--- src/verilog/pcvl_defs.svh ---
// Behaviour
// (RULE1) Any reset cause loads the program counter with the reset vector and restores every register default.
// (RULE2) Reset cause is encoded as timeout/powerdown flags: power-on 1/0, watchdog 0/0, external pin 1/1.
// (RULE3) Software reads the two reset-cause bits as fields of the program flag register.
// (RULE4) Interrupt service saves the program counter in the stack buffer and jumps to the interrupt vector.
// (RULE5) Save copies accumulator and flags without the reset-cause bits; restore leaves those bits untouched.
// (RULE6) The accumulator/flag save buffer holds exactly one level; a second save overwrites the first.
// (RULE7) ROM data fetch address is high index register in bits 15:8 and low index register in bits 7:0.
// (RULE8) The ROM word fetch puts the low byte into the accumulator and the high byte into the result register.
// (RULE9) Program ROM words are 16 bits, giving two data bytes per table entry.
// (RULE10) The high index register never changes when the low index register wraps.
// (RULE11) Adding the accumulator to the low program counter byte replaces that byte with the sum.
// (RULE12) A carry out of that add increments the high program counter byte.
// (RULE13) A borrow from subtracting the accumulator leaves the high program counter byte unchanged.
// (RULE14) Interrupt return reloads the program counter from the saved stack entry.
`ifndef PCVL_DEFS_SVH
`define PCVL_DEFS_SVH

`define PCVL_RESET_VEC 16'h0000
`define PCVL_IRQ_VEC 16'h0008
`define PCVL_PC_ONE 16'h0001

// AXI4-Lite byte addresses
`define PCVL_A_CTRL 8'h00
`define PCVL_A_PC 8'h04
`define PCVL_A_ACC 8'h08
`define PCVL_A_FLAG 8'h0C
`define PCVL_A_INDEX 8'h10
`define PCVL_A_RES 8'h14
`define PCVL_A_ROMADDR 8'h18

// Flag register layout
`define PCVL_F_CARRY 0
`define PCVL_F_ZERO 1
`define PCVL_F_POWERDOWN 4
`define PCVL_F_TIMEOUT 5
`define PCVL_FLAG_SAVE_MASK 8'hCF
`define PCVL_FLAG_RST 8'h00

// Reset cause as seen in the timeout/powerdown field
`define PCVL_CAUSE_WDT_BITS 8'h00
`define PCVL_CAUSE_PIN_BITS 8'h30
`define PCVL_CAUSE_POR_BITS 8'h20

`define PCVL_RESP_OKAY 2'h0
`define PCVL_RESP_SLVERR 2'h2

`endif

--- src/verilog/pcvl_pkg.sv ---
package pcvl_pkg;
	typedef enum logic [3:0] {
		OP_NONE = 4'h0,
		OP_PUSH = 4'h1,
		OP_POP = 4'h2,
		OP_FETCH = 4'h3,
		OP_ADD_PCL = 4'h4,
		OP_SUB_PCL = 4'h5,
		OP_IRQ = 4'h6,
		OP_INTERRUPT_RETURN_INSTRUCTION = 4'h7,
		OP_STEP = 4'h8
	} pcvl_op_e;

	typedef enum logic [1:0] {
		CAUSE_POWERON = 2'h0,
		CAUSE_WATCHDOG = 2'h1,
		CAUSE_PIN = 2'h2
	} pcvl_cause_e;

	typedef struct packed {
		logic [7:0] hi;
		logic [7:0] lo;
	} pcvl_word_s;

	typedef enum logic [2:0] {
		ST_IDLE = 3'b001,
		ST_FETCH = 3'b010,
		ST_DONE = 3'b100
	} pcvl_state_e;
endpackage

--- src/verilog/pcvl_core.sv ---
`timescale 1ns/1ps
`default_nettype none
`include "pcvl_defs.svh"

// Program counter, vectoring, save buffer and ROM lookup for an 8-bit core.
// Reset causes arrive as pins and pass two flops; any one asserts a reset of the state.
module pcvl_core #(
	parameter int ROM_AW = 16
)(
	input wire logic core_clk_in,
	input wire logic sys_rst_in,
	input wire logic por_rst_in,
	input wire logic pin_rst_n_in,
	input wire logic wdt_rst_in,
	// ROM port
	output logic [ROM_AW-1:0] rom_addr_out,
	output logic rom_req_out,
	input wire logic rom_ack_in,
	input wire pcvl_pkg::pcvl_word_s rom_data_in,
	// AXI4-Lite slave
	input wire logic [7:0] s_axi_awaddr,
	input wire logic s_axi_awvalid,
	output logic s_axi_awready,
	input wire logic [31:0] s_axi_wdata,
	input wire logic [3:0] s_axi_wstrb,
	input wire logic s_axi_wvalid,
	output logic s_axi_wready,
	output logic [1:0] s_axi_bresp,
	output logic s_axi_bvalid,
	input wire logic s_axi_bready,
	input wire logic [7:0] s_axi_araddr,
	input wire logic s_axi_arvalid,
	output logic s_axi_arready,
	output logic [31:0] s_axi_rdata,
	output logic [1:0] s_axi_rresp,
	output logic s_axi_rvalid,
	input wire logic s_axi_rready,
	output logic [15:0] pc_out,
	output logic busy_out
);
	// Address is built from two 8-bit index bytes, so only 16 fits
	if (ROM_AW != 16)
	begin : g_aw_check
		$error("ROM_AW must be 16");
	end

	// ----------------------------------------
	// Reset pin synchronisers
	// ----------------------------------------
	logic [2:0] rs_m_r;
	logic [2:0] rs_s_r;
	always_ff @(posedge core_clk_in)
	begin
		rs_m_r <= {wdt_rst_in, ~pin_rst_n_in, por_rst_in};
		rs_s_r <= rs_m_r;
	end
	wire por_s = rs_s_r[0];
	wire pin_s = rs_s_r[1];
	wire wdt_s = rs_s_r[2];
	wire any_rst = sys_rst_in | por_s | pin_s | wdt_s;

	// ----------------------------------------
	// Registers
	// ----------------------------------------
	logic [15:0] pc_r;
	logic [15:0] stack_r;
	logic [7:0] acc_r;
	logic [7:0] flag_r;
	logic [7:0] acc_save_r;
	logic [7:0] flag_save_r;
	logic [7:0] idx_hi_r;
	logic [7:0] idx_lo_r;
	logic [7:0] res_r;
	logic [1:0] cause_r;
	pcvl_pkg::pcvl_state_e st_r;

	// ----------------------------------------
	// Bus decode
	// ----------------------------------------
	logic aw_held_r;
	logic w_held_r;
	logic [7:0] aw_addr_r;
	logic [31:0] w_data_r;
	logic [3:0] w_strb_r;
	wire wr_go = aw_held_r & w_held_r & ~s_axi_bvalid;
	wire [7:0] wa = aw_addr_r;
	wire wr_ctrl = wr_go & (wa == `PCVL_A_CTRL) & w_strb_r[0];
	wire wr_acc = wr_go & (wa == `PCVL_A_ACC) & w_strb_r[0];
	wire wr_flag = wr_go & (wa == `PCVL_A_FLAG) & w_strb_r[0];
	wire wr_idx = wr_go & (wa == `PCVL_A_INDEX);
	wire wr_pc = wr_go & (wa == `PCVL_A_PC);
	wire wr_hit = (wa == `PCVL_A_CTRL) | (wa == `PCVL_A_ACC) | (wa == `PCVL_A_FLAG)
		| (wa == `PCVL_A_INDEX) | (wa == `PCVL_A_PC);
	wire pcvl_pkg::pcvl_op_e op = pcvl_pkg::pcvl_op_e'(w_data_r[3:0]);
	wire op_go = wr_ctrl & (st_r == pcvl_pkg::ST_IDLE);
	wire ra_hit = (s_axi_araddr <= `PCVL_A_ROMADDR) & (s_axi_araddr[1:0] == 2'h0);

	assign s_axi_awready = ~aw_held_r;
	assign s_axi_wready = ~w_held_r;
	assign s_axi_arready = ~s_axi_rvalid;
	assign busy_out = (st_r != pcvl_pkg::ST_IDLE);
	assign pc_out = pc_r;

	// ----------------------------------------
	// Datapath helpers
	// ----------------------------------------
	wire [8:0] add_sum = {1'b0, pc_r[7:0]} + {1'b0, acc_r};
	wire [7:0] sub_dif = pc_r[7:0] - acc_r;
	wire [7:0] cause_bits = (cause_r == pcvl_pkg::CAUSE_WATCHDOG) ? `PCVL_CAUSE_WDT_BITS :
		(cause_r == pcvl_pkg::CAUSE_PIN) ? `PCVL_CAUSE_PIN_BITS : `PCVL_CAUSE_POR_BITS; // RULE2
	wire [7:0] flag_rd = (flag_r & `PCVL_FLAG_SAVE_MASK) | cause_bits; // RULE3
	wire [15:0] rom_a = {idx_hi_r, idx_lo_r}; // RULE7
	assign rom_addr_out = rom_a;
	assign rom_req_out = (st_r == pcvl_pkg::ST_FETCH);

	// ----------------------------------------
	// Write channel capture
	// ----------------------------------------
	always_ff @(posedge core_clk_in)
	begin
		if (sys_rst_in)
		begin
			aw_held_r <= 1'b0;
			w_held_r <= 1'b0;
			aw_addr_r <= 8'h00;
			w_data_r <= 32'h00000000;
			w_strb_r <= 4'h0;
			s_axi_bvalid <= 1'b0;
			s_axi_bresp <= `PCVL_RESP_OKAY;
		end
		else
		begin
			if (s_axi_awvalid & ~aw_held_r)
			begin
				aw_held_r <= 1'b1;
				aw_addr_r <= s_axi_awaddr;
			end
			if (s_axi_wvalid & ~w_held_r)
			begin
				w_held_r <= 1'b1;
				w_data_r <= s_axi_wdata;
				w_strb_r <= s_axi_wstrb;
			end
			if (wr_go)
			begin
				aw_held_r <= 1'b0;
				w_held_r <= 1'b0;
				s_axi_bvalid <= 1'b1;
				s_axi_bresp <= wr_hit ? `PCVL_RESP_OKAY : `PCVL_RESP_SLVERR;
			end
			else if (s_axi_bvalid & s_axi_bready)
				s_axi_bvalid <= 1'b0;
		end
	end

	// ----------------------------------------
	// Read channel
	// ----------------------------------------
	logic [31:0] rd_mux;
	always_comb
	begin
		case (s_axi_araddr)
			`PCVL_A_CTRL: rd_mux = {29'h0, st_r};
			`PCVL_A_PC: rd_mux = {16'h0, pc_r};
			`PCVL_A_ACC: rd_mux = {24'h0, acc_r};
			`PCVL_A_FLAG: rd_mux = {24'h0, flag_rd};
			`PCVL_A_INDEX: rd_mux = {16'h0, idx_hi_r, idx_lo_r};
			`PCVL_A_RES: rd_mux = {24'h0, res_r};
			`PCVL_A_ROMADDR: rd_mux = {16'h0, rom_a};
			default: rd_mux = 32'h00000000;
		endcase
	end

	always_ff @(posedge core_clk_in)
	begin
		if (sys_rst_in)
		begin
			s_axi_rvalid <= 1'b0;
			s_axi_rdata <= 32'h00000000;
			s_axi_rresp <= `PCVL_RESP_OKAY;
		end
		else if (s_axi_arvalid & ~s_axi_rvalid)
		begin
			s_axi_rvalid <= 1'b1;
			s_axi_rdata <= rd_mux;
			s_axi_rresp <= ra_hit ? `PCVL_RESP_OKAY : `PCVL_RESP_SLVERR;
		end
		else if (s_axi_rready)
			s_axi_rvalid <= 1'b0;
	end

	// ----------------------------------------
	// Reset cause capture
	// ----------------------------------------
	always_ff @(posedge core_clk_in)
	begin
		if (por_s)
			cause_r <= pcvl_pkg::CAUSE_POWERON; // RULE2
		else if (wdt_s)
			cause_r <= pcvl_pkg::CAUSE_WATCHDOG; // RULE2
		else if (pin_s)
			cause_r <= pcvl_pkg::CAUSE_PIN; // RULE2
		else if (sys_rst_in)
			cause_r <= pcvl_pkg::CAUSE_POWERON;
	end

	// ----------------------------------------
	// Sequencer
	// ----------------------------------------
	always_ff @(posedge core_clk_in)
	begin
		if (any_rst)
		begin
			pc_r <= `PCVL_RESET_VEC; // RULE1
			stack_r <= `PCVL_RESET_VEC;
			acc_r <= 8'h00;
			flag_r <= `PCVL_FLAG_RST;
			acc_save_r <= 8'h00;
			flag_save_r <= `PCVL_FLAG_RST;
			idx_hi_r <= 8'h00;
			idx_lo_r <= 8'h00;
			res_r <= 8'h00;
			st_r <= pcvl_pkg::ST_IDLE;
		end
		else
		begin
			if (wr_acc)
				acc_r <= w_data_r[7:0];
			if (wr_flag)
				flag_r <= w_data_r[7:0] & `PCVL_FLAG_SAVE_MASK;
			if (wr_idx & w_strb_r[0])
				idx_lo_r <= w_data_r[7:0]; // RULE10
			if (wr_idx & w_strb_r[1])
				idx_hi_r <= w_data_r[15:8];
			if (wr_pc & (st_r == pcvl_pkg::ST_IDLE))
				pc_r <= w_data_r[15:0];
			unique case (st_r)
				pcvl_pkg::ST_IDLE:
				begin
					if (op_go)
					begin
						case (op)
							pcvl_pkg::OP_PUSH:
							begin
								acc_save_r <= acc_r; // RULE5 RULE6
								flag_save_r <= flag_r & `PCVL_FLAG_SAVE_MASK; // RULE5
							end
							pcvl_pkg::OP_POP:
							begin
								acc_r <= acc_save_r; // RULE5
								flag_r <= flag_save_r & `PCVL_FLAG_SAVE_MASK; // RULE5
							end
							pcvl_pkg::OP_FETCH: st_r <= pcvl_pkg::ST_FETCH;
							pcvl_pkg::OP_ADD_PCL:
							begin
								pc_r[7:0] <= add_sum[7:0]; // RULE11
								pc_r[15:8] <= pc_r[15:8] + {7'h00, add_sum[8]}; // RULE12
							end
							pcvl_pkg::OP_SUB_PCL: pc_r[7:0] <= sub_dif; // RULE13
							pcvl_pkg::OP_IRQ:
							begin
								stack_r <= pc_r; // RULE4
								pc_r <= `PCVL_IRQ_VEC; // RULE4
							end
							pcvl_pkg::OP_INTERRUPT_RETURN_INSTRUCTION: pc_r <= stack_r; // RULE14
							pcvl_pkg::OP_STEP: pc_r <= pc_r + `PCVL_PC_ONE;
							default: ;
						endcase
					end
				end
				pcvl_pkg::ST_FETCH:
				begin
					if (rom_ack_in)
					begin
						acc_r <= rom_data_in.lo; // RULE8 RULE9
						res_r <= rom_data_in.hi; // RULE8 RULE9
						st_r <= pcvl_pkg::ST_DONE;
					end
				end
				pcvl_pkg::ST_DONE: st_r <= pcvl_pkg::ST_IDLE;
			endcase
		end
	end
endmodule
`default_nettype wire

--- config.mk ---
export PLATFORM = sky130hd
export DESIGN_NAME = pcvl_core
export DESIGN_NICKNAME = d
export VERILOG_FILES = /design/src/verilog/pcvl_pkg.sv /design/src/verilog/pcvl_core.sv
export VERILOG_INCLUDE_DIRS = /design/src /design/src/verilog
export SDC_FILE = /design/constraint.sdc
export NUM_CORES = 1
export LEC_CHECK = 0
export ABC_AREA = 0
export BUFFER_PORTS_ARGS = -buffer_cell sky130_fd_sc_hd__buf_4
export CAP_MARGIN = 0
export CORE_MARGIN = 2
export CORE_UTILIZATION = 50
export CTS_BUF_LIST = sky130_fd_sc_hd__clkbuf_4 sky130_fd_sc_hd__clkbuf_8 sky130_fd_sc_hd__clkbuf_16
export CTS_CLUSTER_SIZE = 20
export DETAILED_ROUTE_END_ITERATION = 12
export MAX_ROUTING_LAYER = met4
export PLACE_DENSITY_LB_ADDON = 0.15
export SLEW_MARGIN = 20
export SYNTH_ARGS = -nofsm -noshare
export SYNTH_HDL_FRONTEND = slang
export SYNTH_SLANG_ARGS = --single-unit
--- constraint.sdc ---
create_clock -name core_clk_in -period 2.75 [get_ports core_clk_in]
set_clock_uncertainty 0.2 [all_clocks]
set_input_delay 0.55 -clock core_clk_in [delete_from_list [all_inputs] [get_ports core_clk_in]]
set_output_delay 0.55 -clock core_clk_in [all_outputs]
set_load 0.05 [all_outputs]
* After elaboration in Yosys (flattened, before gate mapping)
Cells that the tools add are included.
** Word-level totals
- Register bits after elaboration :: 163
- Bits of input ports :: 79
- Output and inout bits :: 75
- Word-level logic and storage cells :: 132
** Operators by class
- Add/sub/neg operators :: 4
- Order comparisons :: 1
- Eq/ne operators :: 27
- Muxes and demuxes :: 30
- Bitwise logic cells :: 32
- Reduce and logical (&&, ||, !) cells :: 14
** Operators by type and width (number)
- $pmux 16 s6 :: 1
- $mux 8 :: 8
- $mux 16 :: 3
- $pmux 8 s5 :: 1
- $eq 8x4->1 const B :: 4
- $eq 8x5->1 const B :: 4
- $pmux 8 s4 :: 1
- $and 1x1->1 :: 19
- $add 16x1->16 const B :: 1
- $eq 4x3->1 const B :: 4
- $eq 8x3->1 const B :: 2
- $logic_not 8->1 :: 2
- $pmux 8 s2 :: 1
- $add 8x8->9 :: 1
- $mux 3 :: 3
- $pmux 3 s3 :: 1
- $reduce_and 3->1 :: 3
- $add 8x1->8 :: 1
- $eq 4x2->1 const B :: 2
- $le 8x5->1 const B :: 1
- $mux 2 :: 4
- $or 8x6->8 :: 1
- $sub 8x8->8 :: 1
- $or 1x1->1 :: 7
- other kinds (19) :: 32

* Depth between registers and ports, before layout
- Depth in word-level cells :: 8
- Gate-level depth with buffers :: 16
- Depth with buffers taken out :: 16

* Least setup slack after synthesis
No wires, ideal clock.
- Path kind :: reg2reg
- Start :: reg pc_r[1] (netlist: pc_out[1])
- End :: reg pc_r[11] (netlist: pc_out[11])
- Library setup time :: 0.116 ns
- Data arrival time :: 2.984 ns
- Required time :: 2.434 ns
- Slack :: -0.550 ns
- Stages on the path, launching flop included :: 15
- Buffers on the path :: 0
- Clock period less this slack :: 3.300 ns
- Cell sequence :: dfxtp_1 inv_1 fa_1 o21ba_2 o21bai_1 a221oi_1 nor2_1 o21ai_0 nand2b_1 ha_1 nand3_1 xnor2_1 a22oi_1 o21ai_0 o211a_1
** On the way
- Word-level cells in the longest chain between the ends :: 5
- Elaborated cells on any way between the ends :: 6
- Classes of those cells :: 3 x add/sub; 3 x mux
** Ends and longest elaborated chain
- from (decl) :: RTL line pcvl_core.sv:65 : logic [15:0] pc_r;
- from (signal assigned) :: RTL line pcvl_core.sv:214 : pc_r <= `PCVL_RESET_VEC;
- from (signal assigned) :: RTL line pcvl_core.sv:236 : pc_r <= w_data_r[15:0];
- from (signal assigned) :: RTL line pcvl_core.sv:256 : pc_r[7:0] <= add_sum[7:0];
- $add 8x8->9 :: RTL line pcvl_core.sv:107 : wire [8:0] add_sum = {1'b0, pc_r[7:0]} + {1'b0, acc_r};
- $add 8x1->8 :: RTL line pcvl_core.sv:257 : pc_r[15:8] <= pc_r[15:8] + {7'h00, add_sum[8]};
- $pmux 8 s4 (*) :: RTL line pcvl_core.sv:242 : case (op)
- $mux 16 (*) :: RTL line pcvl_core.sv:240 : if (op_go)
- $mux 16 (*) :: RTL line pcvl_core.sv:237 : unique case (st_r)
Every way passes the cells marked *; elsewhere a longest branch is shown, timed or not.
A chain may end at the register's enable or synchronous reset.

* Worst setup path after layout
- Start :: reg acc_r[0]
- End :: reg pc_r[11] (netlist: pc_out[11])
** On the way
- Word-level cells in the longest chain between the ends :: 5
** Ends and longest elaborated chain
- from (decl) :: RTL line pcvl_core.sv:67 : logic [7:0] acc_r;
- from (signal assigned) :: RTL line pcvl_core.sv:228 : acc_r <= w_data_r[7:0];
- from (signal assigned) :: RTL line pcvl_core.sv:250 : acc_r <= acc_save_r;
- from (signal assigned) :: RTL line pcvl_core.sv:275 : acc_r <= rom_data_in.lo;
- $add 8x8->9 :: RTL line pcvl_core.sv:107
- $add 8x1->8 :: RTL line pcvl_core.sv:257
- $pmux 8 s4 :: RTL line pcvl_core.sv:242
- $mux 16 :: RTL line pcvl_core.sv:240
- $mux 16 :: RTL line pcvl_core.sv:237
- to (signal assigned) :: RTL line pcvl_core.sv:236
- to (signal assigned) :: RTL line pcvl_core.sv:257
- to (signal assigned) :: RTL line pcvl_core.sv:263 : pc_r <= `PCVL_IRQ_VEC;
Every way passes these cells.

==> results.ini <==
[status]
status = complete, but fails checks
violations = setup timing

[grt]
antenna_found_initial = 0
use_met1_pct = 40.56
gr-usage-all-layers_pct = 29.12
use_met2_pct = 42.58
grt_max_degree = 45
met3_usage_pct = 5.991
grt-ovfl-total = 0
busiest_layer = met2
grt_pass1_wl_mm = 35.25
grt_pass1_vias = 6584

[yosys]
synth_warnings = 0
synth_edf_count = 0
ys.flop_type = dfxtp_1
ys_seq_area_share_pct = 38.81
synth_cell_type_count = 70
syn_area_um2 = 7377
syn_area_per_cell_um2 = 8.170
async_reset_ff_share_pct = 0
synthCells = 903
synth-seq-cells = 143

[final_layout]
nFillCells = 1230
layout_common_cells = 192 x buf_4, 162 x nand2_1, 135 x dfxtp_1, 93 x a21oi_1, 83 x nor2_1
final_nets = 1151
final_area_um2 = 9548
layout-drive-gt1-share_pct = 26.95
mostFrequentLayoutCell = buf_4
syn_to_final_growth_pct = 29.43
multi_input_area_um2 = 4205
antennaDiodeCount = 0
regArea_um2 = 2880

[placed_design]
numPortBuffers = 117
hpwl_mm = 16.15
place_congestion = 0.9111
post-place-ws_ps = -182.4
place_area_um2 = 8833

[sta]
holdWs_ps = 23.63
period_share_pct = 104.1
finalSetupViolCount = 7
relSlewSlack_pct = 52.73
rsz0062_at_grt = true
setup_tns_ps = -484.6
fmax_mhz = 349.4
post-route-min-period_ps = 2862
finalHoldViolCount = 0
worst_pin_slew_ps = 706.4
finalMaxSlewViolations = 0
final.setup.worst_slack_ps = -111.9

[power]
peakVddDrop_uv = 474.1
p_total_mw = 4.948
p_leak_nw = 3.888
p_per_area_nw_per_um2 = 518.3

[clocking]
worstSkewPairLatency_ps = 430
cts_max_path_buffers = 2
holdBufCountCts = 0
htreeDepth = 4
cts_buffers = 17
cts.sinks = 143
cts-root-buf = clkbuf_16
cts_tree = yes
path_clk_slew_ps = 60

[die]
die-area_um2 = 15740
fp.dieH_um = 125.5
initial_core_util_pct = 50.95
num_rows = 44
pin_count = 154
core_area_um2 = 14480
die_x_um = 125.5

[worst_setup_path]
cp.required_ps = 2860
crit_type = flip-flop to flip-flop
r2r_slack_ps = -110
cp_slowest_cell = dfxtp_2
slowest_delay_ps = 350
worst_setup_path_end_kind = flip-flop
path_cells = ha_4 > inv_2 > fa_2 > o21ba_4 > o21bai_4 > a221oi_2 > nor2_1 > o21ai_1 > nand2b_1 > ha_4 > nand3_2 > xnor2_1 > a22oi_1 > o21ai_1 > o211a_1
path_max_fanout = 3
startpoint_type = flip-flop
cp.arrival_ps = 2970

[worst_hold_path]
hold_path.class = input port to flip-flop

[route]
via_per_inst = 5.737
routedWlPerCell_um = 18.01
vias = 7166
drc_errors = 0
drt-total-wl_mm = 22.49
firstDrtPassIters = 5
drt-initial-drc-count = 688
ant_nets = 0

[job]
maxCapViolations = 0

-- cell families after synthesis --
family	count (synthesis)	share of synthesized area, %
flops	143	38.81
fa+ha+maj	20	3.596
buf+inv	106	6.682
xor+xnor	21	2.493
simple gates	333	20.76
compound gates	214	18.44
mux	65	9.176
other cells	1	0.05083
-- stage by stage --
stage / utilization (%) / std cells
2_1_floorplan: - / 920
3_3_place_gp: 61.01 / 1212
3_5_place_dp: 61.01 / 1212
4_1_cts: 65.52 / 1247
5_1_grt: 65.94 / 1249
6_report: 65.94 / 1249
-- synthesized netlist by cell type (12+ instances only) --
cell type | instances | area share [%]
nand2_1 | 165 | 8.4
dfxtp_1 | 143 | 39
a21oi_1 | 95 | 6.4
nor2_1 | 83 | 4.2
clkbuf_1 | 51 | 2.6
mux2i_1 | 44 | 6.0
a22oi_1 | 25 | 2.5
o21ai_0 | 25 | 1.7
inv_1 | 23 | 1.2
mux2_2 | 21 | 3.2
buf_4 | 18 | 1.8
ha_1 | 18 | 3.1
a211oi_1 | 12 | 1.2
-- where the power goes --
part | internal (mW) | leakage, nW | switching, mW
registers | 2.10 | 1.16 | 0.0451
clock network | 1.52 | 0.312 | 0.920
logic | 0.136 | 2.41 | 0.225
-- worst max-delay path: cells and delay by family (launching register included) --
family,cells,cell delay (ps)
AO/OA/AOI/OAI,7,950
adder cells (fa/ha/maj),3,670
AND/OR/NAND/NOR,3,400
flip-flops,1,350
XOR/XNOR,1,150
buffers and inverters,1,30
-- flip-flops by register name, summed over array words and instances (netlist names), 2 cells and up --
register     cells
pc_out          16
s_axi_rdata     16
stack_r         16
w_data_r        16
acc_r            8
acc_save_r       8
aw_addr_r        8
idx_hi_r         8
idx_lo_r         8
res_r            8
flag_r           6
flag_save_r      6
rs_m_r           3
rs_s_r           3
st_r             3
cause_r          2
w_strb_r         2
-- routing by layer --
layer,wire length [um],share of wire (%),vias up
met3,1771,7.9,28
met2,10140,45,323
met5,0,0,-
met4,397,1.8,0
li1,-,-,3438
met1,10180,45,3377
-- area by class of cell --
cell class              instances  area share (%)
flip-flops and latches        143           30.17
repair buffers                196           15.94
clock buffers                  21           4.967
well taps                     184           2.411
multi-input cells             671           44.04
inverters                      23          0.9042
clock inverters                11           1.573
-- final timing paths --
| kind | from | end | cells past startpoint |
|---|---|---|---|
| setup / recovery | acc_r[0] | pc_out[11] | 15 |
| hold / removal | por_rst_in | rs_m_r[0] | 1 |
| setup reg to reg | acc_r[0] | pc_out[11] | 15 |
| hold reg to reg | rs_m_r[2] | rs_s_r[2] | 0 |
-- timing repair --
item / in CTS / in global routing
pin swaps: 9 / 15
buffers inserted: 3 / 2
cloned: 0 / 0
resized for setup: 4 / 10
setup endpoints to repair: 7 / 9
Note: power is estimated with default switching activity, not from simulation.
